--- src/adcc_pkg.sv ---
// Constants and types for the converter control block.
// Assumes a single 125 MHz system clock acts as the converter oscillator.
package adcc_pkg;
    // Clock and timing
    localparam int CLK_PERIOD_NS = 8;              // System clock period
    localparam int TCY_OSC       = 4;              // Oscillator periods per instruction cycle
    localparam logic [7:0] TCY_CYCLES = 8'(TCY_OSC); // Instruction cycle in clocks
    localparam int RC_PERIOD_NS  = 4000;           // Internal RC bit period
    localparam int RC_CYCLES     = RC_PERIOD_NS / CLK_PERIOD_NS;

    // Bit period reloads (clocks per bit period)
    localparam logic [15:0] DIV_2   = 16'h0002;
    localparam logic [15:0] DIV_4   = 16'h0004;
    localparam logic [15:0] DIV_8   = 16'h0008;
    localparam logic [15:0] DIV_16  = 16'h0010;
    localparam logic [15:0] DIV_32  = 16'h0020;
    localparam logic [15:0] DIV_64  = 16'h0040;
    localparam logic [15:0] DIV_RC  = 16'(RC_CYCLES);

    // Register indices; byte address is four times the index
    localparam logic [9:0] IDX_CFG  = 10'h09F;     // converter_config
    localparam logic [9:0] IDX_CTRL = 10'h01F;     // converter_control_primary
    localparam logic [9:0] IDX_RESH = 10'h01E;     // result_high_byte
    localparam logic [9:0] IDX_RESL = 10'h09E;     // result_low_byte

    // Configuration register fields
    localparam int CFG_JUST_BIT = 7;               // result_justify_sel
    localparam int CFG_DIVH_BIT = 6;               // conv_clock_div_high
    localparam int CFG_PCFG_LSB = 0;               // port_analog_cfg
    localparam logic [7:0] CFG_WMASK = 8'hCF;      // Bits 5:4 unimplemented
    localparam logic [7:0] CFG_RESET = 8'h00;

    // Control register fields
    localparam int CTRL_ON_BIT   = 0;              // Converter enable
    localparam int CTRL_GO_BIT   = 2;              // Go/done
    localparam int CTRL_CHAN_LSB = 3;              // Channel select, 3 bits
    localparam int CTRL_DIVL_LSB = 6;              // conv_clock_div_low, 2 bits

    // Result and pin defaults
    localparam logic [7:0] RES_RESET  = 8'h00;
    localparam logic [7:0] PIN_RESET  = 8'hFF;     // All pins analog
    localparam int         SAR_BITS   = 10;
    localparam logic [3:0] SAR_MSB    = 4'h9;
    localparam logic [5:0] PAD_ZERO   = 6'h00;

    // Bus responses
    localparam logic [1:0] RESP_OKAY   = 2'h0;
    localparam logic [1:0] RESP_SLVERR = 2'h2;

    // Conversion sequencer states
    typedef enum logic [1:0] {
        ST_OFF  = 2'b00,
        ST_ACQ  = 2'b01,
        ST_SEG1 = 2'b10,
        ST_CONV = 2'b11
    } adcc_state_t;
endpackage

--- src/adcc_top.sv ---
// Converter control: configuration, start/abort sequencing, SAR, results.
// Assumes an AXI4-Lite master and an analog front end with a comparator.
//
// Notes on behaviour
// - Right justify: high byte top six zero
// - Left justify: low byte bottom six zero
// - Three select bits pick conversion bit period
// - Config bits 5:4 ignore writes, read zero
// - Port field sets analog pins and references
// - Reset forces all shared pins analog
// - Clearing go aborts conversion at once
// - Aborted conversion leaves result pair untouched
// - Abort returns to acquisition on channel
// - Setting go again starts fresh conversion
// - First segment: one instruction cycle to period
// - Completion loads ten bits into pair
// - Unused result positions load as zeros
// - Result bytes are plain storage when idle
//
// Our own choice: the AXI4-Lite interface to the registers.
`timescale 1ns/1ns
module adcc_top (
    // Clock and reset
    input  wire logic        ref_clk,
    input  wire logic        rstn,
    // AXI4-Lite write address and data
    input  wire logic [11:0] s_axi_awaddr,
    input  wire logic        s_axi_awvalid,
    output logic             s_axi_awready,
    input  wire logic [31:0] s_axi_wdata,
    input  wire logic [3:0]  s_axi_wstrb,
    input  wire logic        s_axi_wvalid,
    output logic             s_axi_wready,
    // AXI4-Lite write response
    output logic [1:0]       s_axi_bresp,
    output logic             s_axi_bvalid,
    input  wire logic        s_axi_bready,
    // AXI4-Lite read
    input  wire logic [11:0] s_axi_araddr,
    input  wire logic        s_axi_arvalid,
    output logic             s_axi_arready,
    output logic [31:0]      s_axi_rdata,
    output logic [1:0]       s_axi_rresp,
    output logic             s_axi_rvalid,
    input  wire logic        s_axi_rready,
    // Analog front end
    input  wire logic        comp_above,
    output logic [9:0]       dac_code,
    output logic             sample_en,
    output logic [2:0]       chan_sel,
    output logic [7:0]       pin_analog_en,
    output logic             vref_pos_ext,
    output logic             vref_neg_ext
);
    // Write channel holding registers
    logic        aw_full_r;       // Address held
    logic [9:0]  aw_idx_r;        // Held word index
    logic        w_full_r;        // Data held
    logic [7:0]  w_byte_r;        // Held low byte
    logic        w_strb_r;        // Low lane enabled
    logic        wr_fire;         // Write performed this cycle
    logic        wr_hit;          // Write address mapped
    logic        wr_cfg;          // Strobes per register
    logic        wr_ctrl;
    logic        wr_resh;
    logic        wr_resl;

    // Read path
    logic [9:0]  ar_idx;          // Read word index
    logic [7:0]  rd_byte;         // Selected read byte
    logic        rd_hit;          // Read address mapped

    // Software visible state
    logic [7:0]  cfg_r;           // converter_config
    logic        on_r;            // Converter enabled
    logic        go_r;            // Go/done
    logic [2:0]  chan_r;          // Channel
    logic [1:0]  divl_r;          // conv_clock_div_low
    logic [7:0]  resh_r;          // result_high_byte
    logic [7:0]  resl_r;          // result_low_byte

    // Sequencer
    adcc_pkg::adcc_state_t state_r;
    logic [7:0]  seg_cnt_r;       // Clocks spent in first segment
    logic [3:0]  bit_idx_r;       // Bit under trial
    logic [9:0]  sar_r;           // Trial word
    logic [9:0]  bit_mask;        // One-hot of trial bit
    logic [9:0]  sar_eval;        // Word after decision
    logic        tad_tick;        // Bit period tick
    logic        go_start;        // Go accepted
    logic        abort;           // Go or enable cleared
    logic        done;            // Last bit decided
    logic [7:0]  new_hi;          // Justified result
    logic [7:0]  new_lo;

    // Comparator synchroniser
    logic        cmp_s1_r;
    logic        cmp_s2_r;
    logic        cmp_s3_r;
    logic        cmp_r;           // Filtered comparator

    // Pin map decode
    logic [7:0]  map_analog;
    logic        map_vpos;
    logic        map_vneg;

    // Address decode of write
    always_comb begin
        wr_fire = aw_full_r && w_full_r && !s_axi_bvalid;
        wr_cfg  = 1'b0;
        wr_ctrl = 1'b0;
        wr_resh = 1'b0;
        wr_resl = 1'b0;
        wr_hit  = 1'b1;
        if (aw_idx_r == adcc_pkg::IDX_CFG) begin
            wr_cfg = wr_fire && w_strb_r;
        end else if (aw_idx_r == adcc_pkg::IDX_CTRL) begin
            wr_ctrl = wr_fire && w_strb_r;
        end else if (aw_idx_r == adcc_pkg::IDX_RESH) begin
            wr_resh = wr_fire && w_strb_r;
        end else if (aw_idx_r == adcc_pkg::IDX_RESL) begin
            wr_resl = wr_fire && w_strb_r;
        end else begin
            wr_hit = 1'b0;
        end
    end

    // Write address and data capture, either order
    always_ff @(posedge ref_clk or negedge rstn) begin
        if (!rstn) begin
            aw_full_r     <= 1'b0;
            aw_idx_r      <= 10'h000;
            w_full_r      <= 1'b0;
            w_byte_r      <= 8'h00;
            w_strb_r      <= 1'b0;
            s_axi_awready <= 1'b1;
            s_axi_wready  <= 1'b1;
        end else begin
            if (s_axi_awvalid && s_axi_awready) begin
                aw_full_r     <= 1'b1;
                aw_idx_r      <= s_axi_awaddr[11:2];
                s_axi_awready <= 1'b0;
            end else if (wr_fire) begin
                aw_full_r     <= 1'b0;
                s_axi_awready <= 1'b1;
            end
            if (s_axi_wvalid && s_axi_wready) begin
                w_full_r     <= 1'b1;
                w_byte_r     <= s_axi_wdata[7:0];
                w_strb_r     <= s_axi_wstrb[0];
                s_axi_wready <= 1'b0;
            end else if (wr_fire) begin
                w_full_r     <= 1'b0;
                s_axi_wready <= 1'b1;
            end
        end
    end

    // Write response
    always_ff @(posedge ref_clk or negedge rstn) begin
        if (!rstn) begin
            s_axi_bvalid <= 1'b0;
            s_axi_bresp  <= adcc_pkg::RESP_OKAY;
        end else if (wr_fire) begin
            s_axi_bvalid <= 1'b1;
            s_axi_bresp  <= wr_hit ? adcc_pkg::RESP_OKAY : adcc_pkg::RESP_SLVERR;
        end else if (s_axi_bready) begin
            s_axi_bvalid <= 1'b0;
        end
    end

    // Read address decode and data select
    always_comb begin
        ar_idx  = s_axi_araddr[11:2];
        rd_hit  = 1'b1;
        rd_byte = 8'h00;
        if (ar_idx == adcc_pkg::IDX_CFG) begin
            rd_byte = cfg_r & adcc_pkg::CFG_WMASK;
        end else if (ar_idx == adcc_pkg::IDX_CTRL) begin
            rd_byte = 8'h00;
            rd_byte[adcc_pkg::CTRL_ON_BIT] = on_r;
            rd_byte[adcc_pkg::CTRL_GO_BIT] = go_r;
            rd_byte[adcc_pkg::CTRL_CHAN_LSB +: 3] = chan_r;
            rd_byte[adcc_pkg::CTRL_DIVL_LSB +: 2] = divl_r;
        end else if (ar_idx == adcc_pkg::IDX_RESH) begin
            rd_byte = resh_r;
        end else if (ar_idx == adcc_pkg::IDX_RESL) begin
            rd_byte = resl_r;
        end else begin
            rd_hit = 1'b0;
        end
    end

    // Read channel: one answer per address
    always_ff @(posedge ref_clk or negedge rstn) begin
        if (!rstn) begin
            s_axi_arready <= 1'b1;
            s_axi_rvalid  <= 1'b0;
            s_axi_rdata   <= 32'h00000000;
            s_axi_rresp   <= adcc_pkg::RESP_OKAY;
        end else if (s_axi_arvalid && s_axi_arready) begin
            s_axi_arready <= 1'b0;
            s_axi_rvalid  <= 1'b1;
            s_axi_rdata   <= {24'h000000, rd_byte};
            s_axi_rresp   <= rd_hit ? adcc_pkg::RESP_OKAY : adcc_pkg::RESP_SLVERR;
        end else if (s_axi_rvalid && s_axi_rready) begin
            s_axi_arready <= 1'b1;
            s_axi_rvalid  <= 1'b0;
        end
    end

    // Configuration register, unimplemented bits dropped
    always_ff @(posedge ref_clk or negedge rstn) begin
        if (!rstn) begin
            cfg_r <= adcc_pkg::CFG_RESET;
        end else if (wr_cfg) begin
            cfg_r <= w_byte_r & adcc_pkg::CFG_WMASK;
        end
    end

    // Control fields other than go
    always_ff @(posedge ref_clk or negedge rstn) begin
        if (!rstn) begin
            on_r   <= 1'b0;
            chan_r <= 3'h0;
            divl_r <= 2'h0;
        end else if (wr_ctrl) begin
            on_r   <= w_byte_r[adcc_pkg::CTRL_ON_BIT];
            chan_r <= w_byte_r[adcc_pkg::CTRL_CHAN_LSB +: 3];
            divl_r <= w_byte_r[adcc_pkg::CTRL_DIVL_LSB +: 2];
        end
    end

    // Go only while already acquiring, not in the enabling write
    assign go_start = wr_ctrl && (state_r == adcc_pkg::ST_ACQ) && on_r
                      && w_byte_r[adcc_pkg::CTRL_GO_BIT]
                      && w_byte_r[adcc_pkg::CTRL_ON_BIT];
    // Clearing go or enable mid conversion
    assign abort = wr_ctrl && (state_r == adcc_pkg::ST_SEG1 || state_r == adcc_pkg::ST_CONV)
                   && (!w_byte_r[adcc_pkg::CTRL_GO_BIT]
                       || !w_byte_r[adcc_pkg::CTRL_ON_BIT]);

    // Trial bit decision
    always_comb begin
        bit_mask = 10'h001 << bit_idx_r;
        sar_eval = cmp_r ? sar_r : (sar_r & ~bit_mask);
    end
    assign done = (state_r == adcc_pkg::ST_CONV) && tad_tick
                  && (bit_idx_r == 4'h0) && !abort;

    // Bit period source, restarted at go
    adcc_tad_div u_tad_div (
        .ref_clk (ref_clk),
        .rstn    (rstn),
        .restart (go_start),
        .sel     ({cfg_r[adcc_pkg::CFG_DIVH_BIT], divl_r}),
        .tick    (tad_tick)
    );

    // Last clock count of the minimum first segment
    localparam logic [7:0] TCY_LAST = adcc_pkg::TCY_CYCLES - 8'h01;

    // Conversion sequencer
    always_ff @(posedge ref_clk or negedge rstn) begin
        if (!rstn) begin
            state_r   <= adcc_pkg::ST_OFF;
            go_r      <= 1'b0;
            seg_cnt_r <= 8'h00;
            bit_idx_r <= 4'h0;
            sar_r     <= 10'h000;
        end else begin
            case (state_r)
                // Converter disabled
                adcc_pkg::ST_OFF: begin
                    go_r <= 1'b0;
                    if (on_r) begin
                        state_r <= adcc_pkg::ST_ACQ;
                    end
                end
                // Acquiring on selected channel
                adcc_pkg::ST_ACQ: begin
                    if (!on_r) begin
                        state_r <= adcc_pkg::ST_OFF;
                    end else if (go_start) begin
                        state_r   <= adcc_pkg::ST_SEG1;
                        go_r      <= 1'b1;
                        seg_cnt_r <= 8'h00;
                    end
                end
                // First segment: at least an instruction cycle
                adcc_pkg::ST_SEG1: begin
                    if (seg_cnt_r != 8'hFF) begin
                        seg_cnt_r <= seg_cnt_r + 8'h01;
                    end
                    if (abort) begin
                        state_r <= adcc_pkg::ST_ACQ;
                        go_r    <= 1'b0;
                    end else if (tad_tick && seg_cnt_r >= TCY_LAST) begin
                        state_r   <= adcc_pkg::ST_CONV;
                        bit_idx_r <= adcc_pkg::SAR_MSB;
                        sar_r     <= 10'h200;
                    end
                end
                // One bit decided per bit period
                default: begin
                    if (abort) begin
                        state_r <= adcc_pkg::ST_ACQ;
                        go_r    <= 1'b0;
                    end else if (tad_tick) begin
                        if (bit_idx_r == 4'h0) begin
                            sar_r   <= sar_eval;
                            state_r <= adcc_pkg::ST_ACQ;
                            go_r    <= 1'b0;
                        end else begin
                            sar_r     <= sar_eval | (bit_mask >> 1);
                            bit_idx_r <= bit_idx_r - 4'h1;
                        end
                    end
                end
            endcase
        end
    end

    // Justify the finished word, pad with zeros
    always_comb begin
        if (cfg_r[adcc_pkg::CFG_JUST_BIT]) begin
            new_hi = {adcc_pkg::PAD_ZERO, sar_eval[9:8]};
            new_lo = sar_eval[7:0];
        end else begin
            new_hi = sar_eval[9:2];
            new_lo = {sar_eval[1:0], adcc_pkg::PAD_ZERO};
        end
    end

    // Result pair: completion load wins over software write
    always_ff @(posedge ref_clk or negedge rstn) begin
        if (!rstn) begin
            resh_r <= adcc_pkg::RES_RESET;
            resl_r <= adcc_pkg::RES_RESET;
        end else if (done) begin
            resh_r <= new_hi;
            resl_r <= new_lo;
        end else begin
            if (wr_resh) begin
                resh_r <= w_byte_r;
            end
            if (wr_resl) begin
                resl_r <= w_byte_r;
            end
        end
    end

    // Comparator from analog side: three stages, agree on two and three
    always_ff @(posedge ref_clk or negedge rstn) begin
        if (!rstn) begin
            cmp_s1_r <= 1'b0;
            cmp_s2_r <= 1'b0;
            cmp_s3_r <= 1'b0;
            cmp_r    <= 1'b0;
        end else begin
            cmp_s1_r <= comp_above;
            cmp_s2_r <= cmp_s1_r;
            cmp_s3_r <= cmp_s2_r;
            if (cmp_s2_r == cmp_s3_r) begin
                cmp_r <= cmp_s3_r;
            end
        end
    end

    // Port configuration table: analog mask and reference sources
    always_comb begin
        map_vpos = 1'b0;
        map_vneg = 1'b0;
        case (cfg_r[adcc_pkg::CFG_PCFG_LSB +: 4])
            4'h0: map_analog = 8'hFF;
            4'h1: begin map_analog = 8'hFF; map_vpos = 1'b1; end
            4'h2: map_analog = 8'h1F;
            4'h3: begin map_analog = 8'h1F; map_vpos = 1'b1; end
            4'h4: map_analog = 8'h0B;
            4'h5: begin map_analog = 8'h0B; map_vpos = 1'b1; end
            4'h6: map_analog = 8'h00;
            4'h7: map_analog = 8'h00;
            4'h8: begin map_analog = 8'hFF; map_vpos = 1'b1; map_vneg = 1'b1; end
            4'h9: map_analog = 8'h3F;
            4'hA: begin map_analog = 8'h3F; map_vpos = 1'b1; end
            4'hB: begin map_analog = 8'h3F; map_vpos = 1'b1; map_vneg = 1'b1; end
            4'hC: begin map_analog = 8'h1F; map_vpos = 1'b1; map_vneg = 1'b1; end
            4'hD: begin map_analog = 8'h0F; map_vpos = 1'b1; map_vneg = 1'b1; end
            4'hE: map_analog = 8'h01;
            default: begin map_analog = 8'h0D; map_vpos = 1'b1; map_vneg = 1'b1; end
        endcase
    end

    // Pin and front end outputs, all analog from reset
    always_ff @(posedge ref_clk or negedge rstn) begin
        if (!rstn) begin
            pin_analog_en <= adcc_pkg::PIN_RESET;
            vref_pos_ext  <= 1'b0;
            vref_neg_ext  <= 1'b0;
            chan_sel      <= 3'h0;
            sample_en     <= 1'b0;
            dac_code      <= 10'h000;
        end else begin
            pin_analog_en <= map_analog;
            vref_pos_ext  <= map_vpos;
            vref_neg_ext  <= map_vneg;
            chan_sel      <= chan_r;
            sample_en     <= (state_r == adcc_pkg::ST_ACQ) && on_r && !go_start;
            dac_code      <= sar_r;
        end
    end
endmodule

--- src/adcc_tad_div.sv ---
// Bit period divider: one-cycle tick every selected number of clocks.
// Assumes the caller restarts it when a conversion is launched.
`timescale 1ns/1ns
module adcc_tad_div (
    // Clock and reset
    input  wire logic       ref_clk,
    input  wire logic       rstn,
    // Control
    input  wire logic       restart,
    input  wire logic [2:0] sel,
    // Tick out
    output logic            tick
);
    logic [15:0] reload;   // Clocks per bit period
    logic [15:0] cnt_r;    // Down counter

    // Three-bit select to period
    always_comb begin
        case (sel)
            3'h0:    reload = adcc_pkg::DIV_2;
            3'h1:    reload = adcc_pkg::DIV_8;
            3'h2:    reload = adcc_pkg::DIV_32;
            3'h4:    reload = adcc_pkg::DIV_4;
            3'h5:    reload = adcc_pkg::DIV_16;
            3'h6:    reload = adcc_pkg::DIV_64;
            default: reload = adcc_pkg::DIV_RC;
        endcase
    end

    // Count down, tick on wrap
    always_ff @(posedge ref_clk or negedge rstn) begin
        if (!rstn) begin
            cnt_r <= 16'h0000;
            tick  <= 1'b0;
        end else if (restart) begin
            // One clock shorter so the first segment ends within a period
            cnt_r <= reload - 16'h0002;
            tick  <= 1'b0;
        end else if (cnt_r == 16'h0000) begin
            cnt_r <= reload - 16'h0001;
            tick  <= 1'b1;
        end else begin
            cnt_r <= cnt_r - 16'h0001;
            tick  <= 1'b0;
        end
    end
endmodule

--- config.mk ---
export PLATFORM = sky130hd
export DESIGN_NAME = adcc_top
export DESIGN_NICKNAME = d
export VERILOG_FILES = /design/src/adcc_pkg.sv /design/src/adcc_top.sv /design/src/adcc_tad_div.sv
export SDC_FILE = /design/constraint.sdc
export NUM_CORES = 1
export LEC_CHECK = 0
export BUFFER_PORTS_ARGS = -buffer_cell sky130_fd_sc_hd__buf_2
export CORE_ASPECT_RATIO = 2
export CORE_MARGIN = 3
export CORE_UTILIZATION = 55
export CTS_CLUSTER_SIZE = 40
export DETAILED_ROUTE_END_ITERATION = 10
export GPL_TIMING_DRIVEN = 0
export HOLD_SLACK_MARGIN = 0.1
export MAX_ROUTING_LAYER = met4
export PLACE_DENSITY = 0.8
export SLEW_MARGIN = 20
export SYNTH_ARGS = -nofsm -noshare
export SYNTH_HDL_FRONTEND = slang
export SYNTH_SLANG_ARGS = --single-unit
--- constraint.sdc ---
create_clock -name ref_clk -period 2.9 [get_ports ref_clk]
set_input_delay 0.29 -clock ref_clk [delete_from_list [all_inputs] [get_ports ref_clk]]
set_output_delay 0.29 -clock ref_clk [all_outputs]
set_load 0.03 [all_outputs]
# Word level (Yosys, flattened, before mapping)
# Cells that the tools add are included.
# totals
regBits	136
out_inout_bits	65
ram_bits	0
latchBits	0
input_bits	68
wordCells	228
n_memories	0
rom_bits	0
# classes
bitwise_logic	5
n_addsub	5
magnitude_cmp	1
n_div	0
reduce_logical	56
eq_ne	41
shifts	1
mux	83
n_mul	0
# op_table
op	n
2-to-1 mux 8 bit	13
2-to-1 mux 10 bit	6
case mux 8 bit (7 select lines)	1
case mux 9 bit (6 select lines)	1
== test 10 x 5 -> 1 bit, second input constant	4
== test 10 x 8 -> 1 bit, second input constant	4
2-to-1 mux 1 bit	40
2-to-1 mux 16 bit	2
== test 4 bit, second input constant	7
2-to-1 mux 2 bit	10
2-to-1 mux 4 bit	5
case mux 10 bit (2 select lines)	1
logical AND 1 bit	19
== test 4 x 3 -> 1 bit, second input constant	4
logical NOT 16 bit	1
case mux 8 bit (2 select lines)	1
nonzero test 2 bit	8
subtractor 16 x 1 -> 16 bit, second input constant	1
AND reduction 5 bit	3
OR reduction 11 bit	1
AND 10 bit	1
!= test 2 bit, second input constant	5
inverter 10 bit	1
OR 10 x 9 -> 10 bit	1
other kinds (33)	52

# Depth between registers and ports, before layout
# Gate-level depths: netlist of the first run.
# logic_depth
depth_word	12
ltp_mapped	9
depth_no_buf	7

# Hierarchy
# A second synthesis of the first run with hierarchy kept.
# hier_totals
hier_cells	605
area_unflattened_um2	6621.4
# by_module_without_submodules
module	cells_each	n_inst	area_each_um2	seq_area_each_um2
adcc_top	478	1	5499.0	2915.3
adcc_tad_div	127	1	1122.3	425.4

# Worst setup path after synthesis of the first run
# OpenSTA, ideal clock, no wires.
# synth_path
path_kind	reg2reg
from	register aw_idx_r[5]
to	register sar_r[2]
synth_period_minus_slack_ns	2.143
arrival_ns	2.019
n_path_buf	1
path_stages_with_launch	7
required_ns	2.775
setup_time_ns	0.125
slack_ns	0.757
cell_sequence	dfrtp_1 or4b_1 nor3_2 a31oi_2 nand2_1 buf_4 mux2_2
# synth_between
elab_chain_len	7
word_cells_on_any_way	8
cone_classes	eq/ne (2); mux (2); bitwise (1); reduce/logical (3)
# synth_rtl
item	line	rtl
start: declaration	adcc_top.sv:57	logic [9:0] aw_idx_r;
start signal: assignment	adcc_top.sv:141	aw_idx_r <= s_axi_awaddr[11:2];
== test 10 x 5 -> 1 bit	adcc_top.sv:117	end else if (aw_idx_r == adcc_pkg::IDX_CTRL) begin
2-to-1 mux 1 bit	adcc_top.sv:117	
2-to-1 mux 1 bit (*)	adcc_top.sv:115	if (aw_idx_r == adcc_pkg::IDX_CFG) begin
logical AND 1 bit (*)	adcc_top.sv:239	assign abort = wr_ctrl && (state_r == adcc_pkg::ST_SEG1 || state_r == adcc_pkg::ST_CONV)
logical AND 1 bit (*)	adcc_top.sv:240	&& (!w_byte_r[adcc_pkg::CTRL_GO_BIT]
inverter 1 bit (no line) (*)	-	
AND reduction 4 bit (no line) (*)	-	
end signal: assignment	adcc_top.sv:311	sar_r <= sar_eval;
end signal: assignment	adcc_top.sv:315	sar_r <= sar_eval | (bit_mask >> 1);
end: declaration	adcc_top.sv:86	logic [9:0] sar_r;
# Every way passes the cells marked *; elsewhere a longest branch is shown, timed or not.
# A chain may end at the register's enable or synchronous reset.

# Final worst setup path of the first run
# layout_path
from	register bit_idx_r[0]
to	register resl_r[6]
# layout_between
elab_chain_len	6
word_cells_on_any_way	10
cone_classes	shift (1); mux (3); bitwise (2); reduce/logical (4)
# layout_rtl
item	line	rtl
start: declaration	adcc_top.sv:85	logic [3:0] bit_idx_r;
start signal: assignment	adcc_top.sv:300	bit_idx_r <= adcc_pkg::SAR_MSB;
start signal: assignment	adcc_top.sv:316	bit_idx_r <= bit_idx_r - 4'h1;
<< shifter 1 x 4 -> 10 bit	adcc_top.sv:245	bit_mask = 10'h001 << bit_idx_r;
inverter 10 bit	adcc_top.sv:246	sar_eval = cmp_r ? sar_r : (sar_r & ~bit_mask);
AND 10 bit	adcc_top.sv:246	
2-to-1 mux 10 bit	adcc_top.sv:246	
2-to-1 mux 8 bit	adcc_top.sv:326	if (cfg_r[adcc_pkg::CFG_JUST_BIT]) begin
2-to-1 mux 8 bit	adcc_top.sv:340	end else if (done) begin
end signal: assignment	adcc_top.sv:339	resl_r <= adcc_pkg::RES_RESET;
end signal: assignment	adcc_top.sv:342	resl_r <= new_lo;
end signal: assignment	adcc_top.sv:348	resl_r <= w_byte_r;
end: declaration	adcc_top.sv:80	logic [7:0] resl_r;
# Several ways; a longest one is shown, not always the timed one.

==> results.md, run 1 <==
* Starting Density at 56.30%
* Clock H-tree levels at 4
* Crit path max fanout at 10
* Syn. warnings at 0
* FMAX at 396.2 MHz
* Hold WS at 0.1068 ns
* Dominant cells by area after synthesis: dfrtp_1 46%, mux2_2 8.0%, dfstp_2 4.0%, a21oi_1 3.9%, ha_1 3.4%
* Clock sink total at 133
* Share of cells above drive strength 1 at 28.80%
* Sequential area share after synthesis at 50.41%
* Routed WL per cell at 16.92 microns
* Total die area at 13480 sq um
* Via count at 5015
* Yosys top cell area share at 46.44%
* Worst Path Required at 3.18 ns
* Die Y at 161.2 microns
* Syn Area/Cell at 11.10 sq um
* Max-Slew Margin vs Limit at 54.40%
* Grt total ovfl at 0
* Setup violations, final at 0
* Final Hold Fails at 0
* Post-Syn Area at 6628 sq um
* Fin util at 68.40%
* Worst Hold Class: in -> reg
* Outcome: finished clean
* Antenna viol nets, final at 0
* Crit Path Category: reg -> reg
* # nets final at 816
* RSZ-0062 raised after global routing: no
* Worst setup margin at 0.3760 ns
* Root Driver: clkbuf_16
* Initial antenna violation count at 0
* Max Transition Viols Final at 0
* Actual slew at the worst max-slew pin at 0.6822 ns
* Core Region at 11770 sq um
* Pleak at 3.894 nW
* Row Count at 56
* Startpoint Class: flip-flop
* P&R area growth vs syn at 21.48%
* Most common flop cell mapped by yosys: dfrtp_1
* # DRC at 0
* Simple-Gate Fraction of Synth Area at 13.52%
* Total GRT Usage at 23.50%
* Clock buffer depth at 2
* Gp weighted congestion at 0.8955
* Post-synth EDFFs at 0
* Max-Cap Viols at 0
* Post-synthesis xor/xnor area fraction at 2.114%
* Main combinational cell family by area after synthesis: simple AND/OR/NAND/NOR gates
* Yosys cell types at 71
* Clk_skew at 0.008164 ns
* DRT Pass-1 Iters at 5
* Initial DRC count at 286
* Resize count post-CTS at 0
* Fin Setup TNS at 0 ns
* Post-synthesis mux area share at 12.55%
* Complex-gate fraction of the synthesized area at 12.12%
* Port Buffer Count at 73
* Vias in the first global route at 5248
* Post-synth ARST share at 100.0%
* # diodes at 0
* Largest area contributor in the netlist: dfrtp_1
* Pwr/cell area at 678.3 nW/um^2
* First-pass GRT wire length at 24760 microns
* I/O pin cnt at 133
* Die X at 83.62 microns
* Vias/cell at 5.648
* Detailed placement HPWL at 10910 microns
* Adder-cell share of the synthesized area at 3.549%
* Clock latency at the later pin of the worst-skew pair at 0.42 ns
* Min Clock Period, post-route at 2.524 ns
* Peak VDD IR at 0.5956 mV
* Period utilization at 87.03%
* Num CTS Buffers at 17
* CP endpoint kind: flip-flop
* Clock slew at reported path FFs at 0.06 ns
* Seq cells post-synth at 133
* Pwr Total at 5.461 mW
* Dpl ws at 0.4032 ns
* Cells after Synth at 597
* Crit path DAT at 2.80 ns
* Fill cells at 877
* Largest net degree at the start of global routing at 74
* CTS tree: done
* Total wire length at 15030 microns
-- power by group --
part	switching (mW)	leakage, nW	internal [mW]
clock network	0.839	0.271	1.29
registers	0.309	1.73	2.15
logic	0.445	1.89	0.424
total	1.59	3.89	3.87
-- placed cells by master, fill, tap and decap left out, drive strengths merged, types with 7 or more instances in the layout --
master / n
xor2: 7
dfrtp: 123
clkbuf: 36
o21ai: 20
ha: 18
inv: 24
nand2: 42
dlygate4sd3: 15
dfstp: 10
mux2: 47
nor2b: 7
mux2i: 19
xnor2: 9
a21oi: 51
nor3: 14
conb: 26
nand3: 13
buf: 104
nor2: 35
-- cells in the mapped netlist (all sizes together), types with 3 or more instances --
cell type	n
or4	5
nand4	5
inv	22
clkbuf	18
a21o	4
dfstp	10
and4	4
nor3b	4
and3	5
nand2	42
nand3	13
dfrtp	123
a32o	5
mux2	47
a21boi	6
a22o	4
nor2b	7
a21oi	51
mux4	5
buf	30
a211oi	5
nor2	35
xnor2	9
o21ai	20
or2	3
ha	18
mux2i	19
nor4b	5
xor2	7
a31oi	6
nand2b	6
nor3	14
and2	4
a211o	3
-- logic make-up (layout without fill, tap and decap cells) --
family,Yosys count,count (layout)
multiplexers,71,71
adder cells (fa/ha/maj),19,19
flip-flops,133,133
other,1,26
XOR/XNOR,16,16
AND/OR/NAND/NOR,165,165
AO/OA/AOI/OAI,122,122
buffers and inverters,70,191
-- stage by stage --
step | cell area, sq um | std cells
after global routing | 8051 | 888
after floorplan | 6721 | 622
final | 8051 | 888
after CTS | 8045 | 888
after detailed placement | 7302 | 841
after global placement | 7268 | 840
-- worst paths after layout --
kind | from | to | slack [ns] | cells past startpoint
worst max-delay path | bit_idx_r[0] | resl_r[6] | 0.38 | 9
worst min-delay path | s_axi_awaddr[4] | aw_idx_r[2] | 0.11 | 2
worst max register to register | bit_idx_r[0] | resl_r[6] | 0.38 | 9
worst min register to register | cmp_s1_r | cmp_s2_r | 0.36 | 0
max in group asynchronous | rstn | pin_analog_en[2] | 1.70 | 3
min in group asynchronous | rstn | chan_r[0] | 0.41 | 2
-- per-layer routing --
layer | up-vias | wire length, microns | GRT usage [%] | part of all wire (%)
li1 | 2356 | - | - | -
met1 | 2466 | 5440 | 24.11 | 36
met2 | 157 | 8528 | 42.97 | 57
met3 | 36 | 650 | 4.288 | 4.3
met4 | 0 | 405 | 10.47 | 2.7
met5 | - | 0 | - | 0
-- layout make-up --
cell class,instances,area [sq um],share of cell area (%)
clock inverters,14,153.9,1.911
well taps,145,181.4,2.253
inverters,22,82.58,1.026
multi-input cells,419,3010,37.39
plain buffers,48,294.0,3.652
flip-flops and latches,133,3341,41.49
repair buffers,89,549.3,6.822
clock buffers,18,439.2,5.455
-- worst max-delay path, cell delays in order (launching register included) --
cell       delay [ns]
dfrtp_1          0.42
inv_1            0.14
ha_1             0.33
nand4bb_1        0.16
or2_2            0.29
clkbuf_1         0.23
a31o_2           0.32
buf_2            0.19
a211oi_1         0.24
a21oi_1          0.06
-- sequential cells by signal (all words and copies together), names as in the netlist, 4 cells and up --
name             cells
dac_code            10
resl_r               8
s_axi_rdata          8
bit_idx_r            4
cfg_r                6
u_tad_div.cnt_r     16
resh_r               8
sar_r               10
pin_analog_en        7
seg_cnt_r            8
w_byte_r             8
aw_idx_r            10
-- timing repair --
action / CTS / global route
setup buffers: 0 / 0
endpoints found under the hold margin: 71 / 0
hold buffers: 15 / 0
(Power assumes the default switching activity.)
==> inputs of run 2 (changes only) <==
--- a/config.mk
+++ b/config.mk
@@ -8,13 +8,14 @@
 export BUFFER_PORTS_ARGS = -buffer_cell sky130_fd_sc_hd__buf_2
 export CORE_ASPECT_RATIO = 2
 export CORE_MARGIN = 3
-export CORE_UTILIZATION = 55
+export CORE_UTILIZATION = 45
 export CTS_CLUSTER_SIZE = 40
 export DETAILED_ROUTE_END_ITERATION = 10
+export GPL_ROUTABILITY_DRIVEN = 0
 export GPL_TIMING_DRIVEN = 0
 export HOLD_SLACK_MARGIN = 0.1
 export MAX_ROUTING_LAYER = met4
-export PLACE_DENSITY = 0.8
+export PLACE_DENSITY = 0.67
 export SLEW_MARGIN = 20
 export SYNTH_ARGS = -nofsm -noshare
 export SYNTH_HDL_FRONTEND = slang
==> run 2 against run 1 <==
Effect of this change:
- critical path depth is the same
- total power shrank 1.7%
- design area grew 0.48%
- setup slack lost 0.013 ns
- routed wire length is essentially flat
- clock power shrank 4%
- first-iteration DRC count shrank 19%
- critical endpoint unchanged
- largest cell class unchanged
- highest routed layer unchanged
==> results.md, run 2 (same netlist as run 1, synthesis figures left out) <==
* Reg-to-reg slack, setup at 0.36 ns (about the same)
* Core Region at 14430 sq um (+23%)
* DRT Pass-1 Iters at 4 (-1)
* Hold Startpoint: s_axi_wdata[5]
* Pleak at 3.896 nW (about the same)
* Final instance area at 8090 sq um (+0.48%)
* Clock buffer depth at 2 (unchanged)
* Commonest non-fill, non-tap cell in the layout: dfrtp_1
* Min Clock Period, post-route at 2.537 ns (+0.01290 ns)
* Total die area at 16310 sq um (+21%)
* Pwr/cell area at 663.4 nW/um^2 (-2.2%)
* Die Y at 177.6 microns (+10%)
* Worst R2R End: resl_r[6]
* Row Count at 62 (+11%)
* Crit path DAT at 2.82 ns (+0.02 ns)
* Share of cells above drive strength 1 at 28.80% (unchanged)
* Initial antenna violation count at 0 (unchanged)
* Min-Delay Path Depth at 2 (unchanged)
* P&R area growth vs syn at 22.07%
* Reg with most FFs: u_tad_div.cnt_r
* Die X at 91.82 microns (+9.8%)
* Hold endpoint: w_byte_r[5]
* Clock slew at reported path FFs at 0.06 ns (about the same)
* Cells on worst reg2reg path at 9 (unchanged)
* Peak VDD IR at 0.4880 mV (-18%)
* Startpoint Class: flip-flop
* Clock H-tree levels at 4 (unchanged)
* Actual slew at the worst max-slew pin at 0.6666 ns (-0.01561 ns)
* Final Hold Fails at 0 (unchanged)
* Total GRT Usage at 19.47% (-4.0 points)
* CP endpoint kind: flip-flop
* Pwr Total at 5.367 mW (-1.7%)
* Total wire length at 15010 microns (about the same)
* Clk_skew at 0.009498 ns (+0.001334 ns)
* Initial DRC count at 231 (-19%)
* CTS tree: done
* Num CTS Buffers at 17 (unchanged)
* I/O pin cnt at 133 (unchanged)
* Worst Hold Class: in -> reg
* Vias in the first global route at 5170 (-1.5%)
* Post-DP Area at 7361 sq um (+0.81%)
* Max-Cap Viols at 0 (unchanged)
* Period utilization at 87.48% (+0.44 points)
* Detailed placement HPWL at 10990 microns (+0.71%)
* Setup violations, final at 0 (unchanged)
* Outcome: finished clean
* Routed WL per cell at 16.05 microns (-5.1%)
* Root Driver: clkbuf_16
* Clock latency at the later pin of the worst-skew pair at 0.42 ns (about the same)
* Grt total ovfl at 0 (unchanged)
* Most frequent cells in the layout: 123 x dfrtp_1, 73 x buf_2, 51 x a21oi_1
* Number of flip-flops in the largest register at 16 (unchanged)
* First-pass GRT wire length at 24450 microns (-1.3%)
* Port Buffer Count at 73 (unchanged)
* Max-Slew Margin vs Limit at 55.56% (+1.2 points)
* Crit Path Category: reg -> reg
* Clock sink total at 133 (unchanged)
* # DRC at 0 (unchanged)
* Vias/cell at 5.394 (-4.5%)
* # diodes at 0 (unchanged)
* # nets final at 816 (unchanged)
* Crit path max fanout at 10 (unchanged)
* Worst Path Required at 3.18 ns (about the same)
* R2R Path Start: bit_idx_r[0]
* Starting Density at 45.93% (-10 points)
* FMAX at 394.2 MHz (-0.51%)
* Via count at 5043 (+0.56%)
* Max Transition Viols Final at 0 (unchanged)
* Largest net degree at the start of global routing at 84 (+14%)
* Antenna viol nets, final at 0 (unchanged)
* RSZ-0062 raised after global routing: no
[run 2: cell count changes in the layout (fill, tap and decap cells not counted)]
| cell | before | now |
|---|---|---|
| clkinv_8 | 0 | 1 |
| clkinv_4 | 3 | 2 |
| inv_8 | 0 | 3 |
| clkinv_2 | 1 | 0 |
| inv_6 | 2 | 5 |
| clkinvlp_4 | 6 | 3 |
| bufinv_16 | 2 | 0 |
[run 2: cell type report]
| class | instances | area, sq um |
|---|---|---|
| inverter | 22 | 82.58 |
| tap | 192 | 240.2 |
| fill | 1266 | 6339 |
| multi-input combinational | 419 | 3010 |
| clock buffer | 18 | 439.2 |
| clock inverter | 14 | 133.9 |
| sequential | 133 | 3341 |
| buffer | 48 | 294.0 |
| timing repair buffer | 89 | 549.3 |
[run 2: per-stage QoR]
step	worst slack [ns]	hold slack, ns	std cells	utilization, %	setup TNS (ns)
floorplan	0.7568	-0.005591	622	-	0
global placement	-0.1036	0.3367	887	50.78	-11.45
detailed placement	0.3840	0.2647	888	51.01	0
CTS	0.3732	0.1008	934	55.96	0
global route	0.1228	0.1048	935	56.07	0
finish	0.3631	0.1060	935	56.07	0
[run 2: worst max-delay path, cell delays in order, from the launching register on]
cell and delay [ns]:
dfrtp_1 0.42, inv_1 0.14, ha_1 0.34, nand4bb_1 0.16, or2_2 0.29, clkbuf_1 0.23, a31o_2 0.31, buf_2 0.18
a211oi_1 0.25, a21oi_1 0.06
[run 2: routing by layer]
metal,GRT usage [%],wire length (microns),vias to the layer above
met2,34.47,8145,170
met1,20.14,5568,2467
met3,3.564,674,45
met4,10.73,622,0
li1,-,-,2361
met5,-,0,-
[run 2: where the power goes]
| part | switching, mW | internal [mW] |
|---|---|---|
| combinational | 0.448 | 0.424 |
| sequential | 0.298 | 2.15 |
| clock | 0.893 | 1.15 |
| total | 1.64 | 3.73 |
[run 2: how the worst max path moves through the flow]
stage,start,endpoint,slack (ns)
6_report,bit_idx_r[0],resl_r[6],0.36
3_3_place_gp,rstn,seg_cnt_r[3],-0.10
2_1_floorplan,aw_idx_r[5],sar_r[2],0.76
3_5_place_dp,aw_idx_r[5],resh_r[4],0.38
4_1_cts,aw_idx_r[5],resh_r[5],0.37
5_1_grt,bit_idx_r[0],resl_r[6],0.12
[run 2: what timing repair did]
item,CTS,global route
resized for setup,0,0
hold buffers,14,1
hold endpoints to repair,60,1
setup buffers,0,0
